### src/core/lsft_pkg.sv
// Package for the line sensor frame timing block.
// Assumes a 1 MHz-derived microsecond tick made from the 50 MHz REF_CLK.
package lsft_pkg;
  localparam int          CLK_HZ        = 50000000;
  localparam int          US_PER_S      = 1000000;
  localparam int          TICK_CYCLES   = CLK_HZ / US_PER_S;
  localparam int          TICK_W        = 6;
  localparam int          T_READOUT_US  = 3710;
  localparam int          TIME_W        = 24;
  localparam logic [23:0] T_READOUT     = 24'h000e7e;
  localparam logic [23:0] T_INT_MIN     = 24'h00000a;
  localparam logic [23:0] T_INT_RESET   = 24'h001388;
  localparam logic [23:0] ONE_US        = 24'h000001;
  localparam logic [23:0] ZERO_US       = 24'h000000;
  localparam logic [9:0]  RPT_ONE       = 10'h001;

  typedef enum logic [1:0] {
    LSFT_ST_WAIT = 2'b00,
    LSFT_ST_RUN  = 2'b01,
    LSFT_ST_EXT  = 2'b10
  } lsft_state_e;

  typedef struct packed {
    logic frame_start;
    logic period_start;
    logic charge_clear;
    logic integrating;
    logic shutter;
  } lsft_strobe_s;
endpackage

### src/core/lsft_timing.sv
// Frame timing generator for a linear image sensor.
// Assumes REF_CLK at 50 MHz, trigger input asynchronous, integration value stable.
`timescale 1ns/1ns

// Behaviour
// - Integration at or above 3710 us selects non-shutter operation.
// - Non-shutter frame lasts exactly one integration period.
// - Non-shutter charge collection starts with the frame.
// - Integration below 3710 us selects shutter operation automatically.
// - Shutter frame is least multiple of period reaching 3710 us.
// - Charge cleared at start of every repeated shutter period.
// - Internal sync uses software integration value for frame timing.
// - External sync takes trigger interval as period and frame edges.
// - External sync only in externally synchronized mode.
// - Frames run back to back; readout overlaps next exposure.
// - Readout period fixed at 3710 us.
// - Integration values down to 10 us accepted via shutter.
module lsft_timing
  import lsft_pkg::*;
#(
  parameter int RPT_W = 10
) (
  input  wire logic               REF_CLK,
  input  wire logic               SYS_RST,
  input  wire logic [TIME_W-1:0]  INT_TIME_US,
  input  wire logic               EXT_SYNC_MODE,
  input  wire logic               TRIG_IN,
  output logic                    FRAME_START,
  output logic                    PERIOD_START,
  output logic                    CHARGE_CLEAR,
  output logic                    INTEGRATING,
  output logic                    SHUTTER_MODE,
  output logic                    READOUT_START,
  output logic [TIME_W-1:0]       PERIOD_US,
  output logic [RPT_W-1:0]        REPEAT_COUNT
);

  logic [TICK_W-1:0] tick_cnt_reg;
  logic              us_tick;
  logic [2:0]        trig_sync_reg;
  logic              trig_level_reg;
  logic              trig_rise;
  logic [TIME_W-1:0] t_int_clamped;
  logic [TIME_W-1:0] ext_meas_reg;
  logic [TIME_W-1:0] ext_period_reg;
  logic              ext_valid_reg;
  logic [TIME_W-1:0] period_sel;
  logic [TIME_W-1:0] us_cnt_reg;
  logic [RPT_W-1:0]  rpt_cnt_reg;
  logic [RPT_W-1:0]  rpt_target;
  logic              shutter_sel;
  logic              period_end;
  logic              frame_end;
  logic              frame_last;
  logic              cnt_restart;
  logic              ext_armed_reg;
  lsft_state_e       state_reg;
  lsft_state_e       state_next;
  lsft_strobe_s      strb_next;
  lsft_strobe_s      strb_reg;

  // Ceiling division by repeated subtraction would cost cycles; a divider is
  // fine here since the period only changes between frames.
  function automatic logic [RPT_W-1:0] ceil_div(input logic [TIME_W-1:0] num,
                                                input logic [TIME_W-1:0] den);
    logic [TIME_W-1:0] q;
    q = (num + den - ONE_US) / den;
    return q[RPT_W-1:0];
  endfunction

  assign us_tick = (tick_cnt_reg == TICK_W'(TICK_CYCLES - 1));

  // Change counts once second and third stages agree
  assign trig_rise = trig_sync_reg[1] & trig_sync_reg[2] & ~trig_level_reg;

  assign t_int_clamped = (INT_TIME_US < T_INT_MIN) ? T_INT_MIN : INT_TIME_US;
  assign period_sel    = EXT_SYNC_MODE ? ext_period_reg : t_int_clamped;
  assign shutter_sel   = (period_sel < T_READOUT);
  assign rpt_target    = shutter_sel ? ceil_div(T_READOUT, period_sel) : RPT_W'(RPT_ONE);
  assign period_end    = us_tick && (us_cnt_reg >= period_sel - ONE_US);
  assign frame_last    = (rpt_cnt_reg >= rpt_target - RPT_W'(RPT_ONE));
  assign frame_end     = period_end && frame_last;
  assign cnt_restart   = ((state_reg == LSFT_ST_RUN) && period_end) ||
                         ((state_reg == LSFT_ST_EXT) && trig_rise);

  always_comb begin
    state_next = state_reg;
    strb_next  = '0;
    strb_next.shutter = shutter_sel;
    unique case (state_reg)
      LSFT_ST_WAIT: begin
        if (EXT_SYNC_MODE && ext_valid_reg && trig_rise) begin
          state_next = LSFT_ST_EXT;
        end else if (!EXT_SYNC_MODE && us_tick) begin
          state_next = LSFT_ST_RUN;
        end
        if (state_next != LSFT_ST_WAIT) begin
          strb_next.frame_start  = 1'b1;
          strb_next.period_start = 1'b1;
          strb_next.charge_clear = shutter_sel;
          strb_next.integrating  = 1'b1;
        end
      end
      LSFT_ST_RUN: begin
        strb_next.integrating  = 1'b1;
        strb_next.frame_start  = frame_end;
        strb_next.period_start = period_end;
        strb_next.charge_clear = period_end && shutter_sel;
        if (EXT_SYNC_MODE) begin
          state_next = LSFT_ST_WAIT;
        end
      end
      LSFT_ST_EXT: begin
        // Trigger pulses mark both the frame edges and the period itself
        strb_next.integrating  = 1'b1;
        strb_next.frame_start  = trig_rise && frame_last;
        strb_next.period_start = trig_rise;
        strb_next.charge_clear = trig_rise && shutter_sel;
        if (!EXT_SYNC_MODE) begin
          state_next = LSFT_ST_WAIT;
        end
      end
      default: begin
        state_next = LSFT_ST_WAIT;
      end
    endcase
  end

  always_ff @(posedge REF_CLK) begin
    if (SYS_RST) begin
      tick_cnt_reg <= '0;
    end else begin
      tick_cnt_reg <= us_tick ? '0 : tick_cnt_reg + TICK_W'(1);
    end
  end

  always_ff @(posedge REF_CLK) begin
    if (SYS_RST) begin
      trig_sync_reg  <= '0;
      trig_level_reg <= 1'b0;
    end else begin
      trig_sync_reg <= {trig_sync_reg[1:0], TRIG_IN};
      if (trig_sync_reg[1] == trig_sync_reg[2]) begin
        trig_level_reg <= trig_sync_reg[2];
      end
    end
  end

  // Trigger interval measured in microseconds; relies on a steady trigger period
  always_ff @(posedge REF_CLK) begin
    if (SYS_RST) begin
      ext_meas_reg   <= ZERO_US;
      ext_period_reg <= T_INT_RESET;
      ext_valid_reg  <= 1'b0;
    end else if (trig_rise) begin
      ext_meas_reg <= ZERO_US;
      if (ext_armed_reg && ext_meas_reg >= T_INT_MIN) begin
        ext_period_reg <= ext_meas_reg;
        ext_valid_reg  <= 1'b1;
      end
    end else if (us_tick && ext_meas_reg != {TIME_W{1'b1}}) begin
      ext_meas_reg <= ext_meas_reg + ONE_US;
    end
  end

  // First trigger after reset only opens a measurement; a partial count is dropped
  always_ff @(posedge REF_CLK) begin
    if (SYS_RST) begin
      ext_armed_reg <= 1'b0;
    end else if (trig_rise) begin
      ext_armed_reg <= 1'b1;
    end
  end

  // Period counter; external mode restarts on each trigger
  always_ff @(posedge REF_CLK) begin
    if (SYS_RST || state_reg == LSFT_ST_WAIT) begin
      us_cnt_reg <= ZERO_US;
    end else if (cnt_restart) begin
      us_cnt_reg <= ZERO_US;
    end else if (us_tick) begin
      us_cnt_reg <= us_cnt_reg + ONE_US;
    end
  end

  // Repeat index wraps after the last period of a frame
  always_ff @(posedge REF_CLK) begin
    if (SYS_RST || state_reg == LSFT_ST_WAIT) begin
      rpt_cnt_reg <= '0;
    end else if (cnt_restart) begin
      rpt_cnt_reg <= frame_last ? '0 : rpt_cnt_reg + RPT_W'(1);
    end
  end

  always_ff @(posedge REF_CLK) begin
    if (SYS_RST) begin
      state_reg     <= LSFT_ST_WAIT;
      strb_reg      <= '0;
      PERIOD_US     <= T_INT_RESET;
      REPEAT_COUNT  <= RPT_W'(RPT_ONE);
    end else begin
      state_reg     <= state_next;
      strb_reg      <= strb_next;
      PERIOD_US     <= period_sel;
      REPEAT_COUNT  <= rpt_target;
    end
  end

  // Integration starts together with the frame in non-shutter operation
  assign FRAME_START   = strb_reg.frame_start;
  assign READOUT_START = strb_reg.frame_start;
  assign PERIOD_START  = strb_reg.period_start;
  assign CHARGE_CLEAR  = strb_reg.charge_clear;
  assign INTEGRATING   = strb_reg.integrating;
  assign SHUTTER_MODE  = strb_reg.shutter;

endmodule

### config.mk
export PLATFORM = sky130hd
export DESIGN_NAME = lsft_timing
export DESIGN_NICKNAME = d
export VERILOG_FILES = /design/src/core/lsft_pkg.sv /design/src/core/lsft_timing.sv
export SDC_FILE = /design/constraint.sdc
export NUM_CORES = 1
export LEC_CHECK = 0
export BUFFER_PORTS_ARGS = -buffer_cell sky130_fd_sc_hd__buf_2
export CORE_MARGIN = 2
export CORE_UTILIZATION = 40
export DETAILED_ROUTE_END_ITERATION = 8
export HOLD_SLACK_MARGIN = 0.03
export PLACE_DENSITY = 0.55
export SYNTH_ARGS = -nofsm -noshare
export SYNTH_HDL_FRONTEND = slang
export SYNTH_SLANG_ARGS = --single-unit
### constraint.sdc
create_clock -name REF_CLK -period 137.2 [get_ports REF_CLK]
set_clock_uncertainty 0.2 [all_clocks]
set_input_delay 20.58 -clock REF_CLK [delete_from_list [all_inputs] [get_ports REF_CLK]]
set_output_delay 20.58 -clock REF_CLK [all_outputs]
set_load 0.01 [all_outputs]
==> run metrics <==
commonest cells after routing, fill and taps aside sky130_fd_sc_hd__nor2_1, sky130_fd_sc_hd__ha_1, sky130_fd_sc_hd__nand2_1, sky130_fd_sc_hd__a21oi_1; antenna violations before repair 2; Slew headroom 0.250; clock period minus final worst setup slack 81700 ps; area overhead of the layout relative to synthesis 8.17%; placer congestion estimate 1.01; met1 demand-to-capacity share in global routing 0.417; number of max-slew violations in the final report 0; Worst Setup Start Kind input port; worst hold path startpoint ext_valid_reg$_SDFFE_PP0P_; cell type contributing the most total cell area after synthesis sky130_fd_sc_hd__ha_1; drt initial violations 2385; Gate Count Post-Synth 3228; commonest non-fill, non-tap cell in the layout sky130_fd_sc_hd__nor2_1; DRC errors left 4; Via Count 25462; critical path data required time 137410 ps; worst hold path type flop to flop; number of buffers inserted by hold repair at cts 0; setup slack of the worst register-to-register path 76320 ps; class of the most critical setup path input port to flop; failing checks design-rule violations; Clock Tree Buf Depth 2; synthesized area per cell 7.41 um2; dominant cell type by count on the critical path sky130_fd_sc_hd__ha_1; crit path max fanout 29; largest net degree at the start of global routing 64; global-route usage over all layers 0.304; post-CTS setup-driven buffer insertion count 0; cts bufs inserted 17; number of vias per cell after detailed routing 6.27; nets 3650; synthesized cell area 0.0239 mm2; capture point of the worst path rpt_cnt_reg[3]$_SDFFE_PP0P_; sequential area share after synthesis 0.113; crit-path leading delay family compound AO/OA/AOI/OAI gates; final cycle utilization of the critical path 0.595; DP HPWL 75.4 mm; via count of the first global-routing pass 24343; antenna violation net count after detailed routing 0; worst-case reg-to-reg path depth 227; area share of the largest cell type after synthesis 0.183; worst path buffer plus inverter count 12; busiest metal layer after global routing met2; delay contributed by the slowest stage of the critical path 860 ps; Clk Latency, worst-skew pair 490 ps; Std-Cell Core Area 0.0591 mm2; H-tree Lvls 4; number of sinks on the clock net 135; logic depth of the worst setup path including buffers 230; aggregate global routing overflow 0; max-cap check violation count 0; CTS tree yes; Critical Path End Type flop; effective utilization at floorplan 0.405; unique cell type count in the Yosys netlist 122; slew of the pin with the lowest slew margin 1110 ps; Reg-to-Reg Start ext_period_reg[0]$_SDFFE_PP0P_; number of placement rows 89; Synth async-reset ratio 0; largest cells by area after synthesis sky130_fd_sc_hd__ha_1, sky130_fd_sc_hd__dfxtp_1, sky130_fd_sc_hd__nor2_1; count of yosys warnings during synthesis 0; final setup vio count 0; met3 track demand over resource 0.0382; number of gates resized after cts 0; fraction of layout instances using a drive strength above 1 0.0944; count of endpoints failing hold in the final timing report 0; number of top-level pins 68; CP max stage cell sky130_fd_sc_hd__nor2_2; CTS clk-pin slew, worst paths 80 ps; Antenna Cells 0; outcome finished, violations left; final wirelength 96.9 mm; Vert. Die Dim 249 um; CP arrival 81900 ps; Setup Total Neg Slack 0 ps; Die Footprint 0.0618 mm2; total nets after synthesis 3606; Crit Reg-Reg Endpoint rpt_cnt_reg[3]$_SDFFE_PP0P_; Port Buffer Count 67; Fmax 0.0122 GHz; first-pass GRT wire length 146 mm; met2 usage 0.482; RSZ-0062 raised after global routing no; worst setup path start INT_TIME_US[21]; Die W 249 um; most frequently used flop master after synthesis sky130_fd_sc_hd__dfxtp_1; number of synthesized register bits 135; count of flip-flops with a built-in enable after synthesis 0; detailed-router iteration count before antenna repair 8; clock root buffer sky130_fd_sc_hd__clkbuf_16; average detailed-routed wire length per instance 23.9 um
==> metrics by stage <==
| step | cell area, um2 | cells | setup slack [ps] | util | hold WS [ps] |
|---|---|---|---|---|---|
| CTS | 25900 | 4058 | 56520 | 0.438 | 250 |
| floorplan | 23900 | 3228 | 65500 | - | 214 |
| finish | 25900 | 4058 | 55500 | 0.438 | 253 |
| detailed placement | 25300 | 4026 | 56240 | 0.427 | 240 |
| global route | 25900 | 4058 | 51020 | 0.438 | 270 |
| global placement | 25300 | 4026 | 57350 | 0.427 | 231 |
==> cells by family (layout without fill, tap and decap cells) <==
group,after synthesis,count (layout),synth area share
multiplexers,97,97,0.0453
flip-flops,135,135,0.113
XOR/XNOR,270,270,0.0991
buffers and inverters,184,241,0.0328
AND/OR/NAND/NOR,1249,1249,0.255
AO/OA/AOI/OAI,943,943,0.272
adder cells (fa/ha/maj),350,350,0.183
==> worst min-delay path by stage <==
stage,cells past startpoint,endpoint
floorplan,1,trig_sync_reg[1]$_SDFF_PP0_
global placement,1,trig_sync_reg[1]$_SDFF_PP0_
detailed placement,2,ext_valid_reg$_SDFFE_PP0P_
CTS,2,ext_valid_reg$_SDFFE_PP0P_
global route,2,ext_valid_reg$_SDFFE_PP0P_
finish,2,ext_valid_reg$_SDFFE_PP0P_
==> routing by layer <==
metal  up-vias  wire length [um]
li1      12060                 -
met1     12234             44400
met2       982             42400
met3       184              6390
met4         2              3710
met5         -                13
==> layout make-up <==
| type | count | area (um2) |
|---|---|---|
| Fill cell | 6043 | 33200 |
| Multi-Input combinational cell | 2909 | 20600 |
| Sequential cell | 135 | 2700 |
| Tap cell | 773 | 967 |
| Timing Repair Buffer | 111 | 668 |
| Clock buffer | 17 | 425 |
| Inverter | 98 | 368 |
| Clock inverter | 15 | 203 |
==> worst reg2reg max path, delay by kind of cell, from the launching register on <==
family                     cells  cell delay [ps]
DFF                            1              390
buffers and inverters         11             2670
AOI/OAI and AO/OA            134            34850
xor gates and xnor gates       1              170
adders and majority gates     26             8550
and+or+nand+nor               55            13920
==> synthesized netlist by cell type, types with 8 or more instances <==
cell / n
sky130_fd_sc_hd__nor2_1: 405
sky130_fd_sc_hd__ha_1: 350
sky130_fd_sc_hd__nand2_1: 294
sky130_fd_sc_hd__a21oi_1: 200
sky130_fd_sc_hd__o21ai_0: 158
sky130_fd_sc_hd__xnor2_1: 158
sky130_fd_sc_hd__dfxtp_1: 135
sky130_fd_sc_hd__a21o_1: 118
sky130_fd_sc_hd__nor3_1: 114
sky130_fd_sc_hd__xor2_1: 111
sky130_fd_sc_hd__inv_1: 96
sky130_fd_sc_hd__o21a_1: 94
sky130_fd_sc_hd__nand3_1: 93
sky130_fd_sc_hd__clkbuf_1: 61
sky130_fd_sc_hd__mux2i_1: 46
sky130_fd_sc_hd__nand2b_1: 46
sky130_fd_sc_hd__nand4_1: 44
sky130_fd_sc_hd__nor2b_1: 43
sky130_fd_sc_hd__mux2_2: 41
sky130_fd_sc_hd__o211ai_1: 39
sky130_fd_sc_hd__a31oi_1: 34
sky130_fd_sc_hd__or3_1: 32
sky130_fd_sc_hd__a211oi_1: 31
sky130_fd_sc_hd__nor4_1: 28
sky130_fd_sc_hd__o21bai_1: 25
sky130_fd_sc_hd__or2_2: 23
sky130_fd_sc_hd__o31ai_1: 22
sky130_fd_sc_hd__a211o_1: 21
sky130_fd_sc_hd__and2_1: 21
sky130_fd_sc_hd__and3_1: 21
sky130_fd_sc_hd__o21ai_1: 18
sky130_fd_sc_hd__o221ai_1: 13
sky130_fd_sc_hd__buf_2: 12
sky130_fd_sc_hd__nand3b_1: 10
sky130_fd_sc_hd__nor3b_1: 10
sky130_fd_sc_hd__nor4b_1: 10
sky130_fd_sc_hd__a31o_2: 9
sky130_fd_sc_hd__a21boi_0: 8
sky130_fd_sc_hd__o211a_1: 8
sky130_fd_sc_hd__o21ai_2: 8
sky130_fd_sc_hd__o22ai_1: 8
sky130_fd_sc_hd__o31a_1: 8
Power is left out: the tool's default activity adds up to more than one toggle a clock period on the data nets, which glitch-free logic cannot reach.
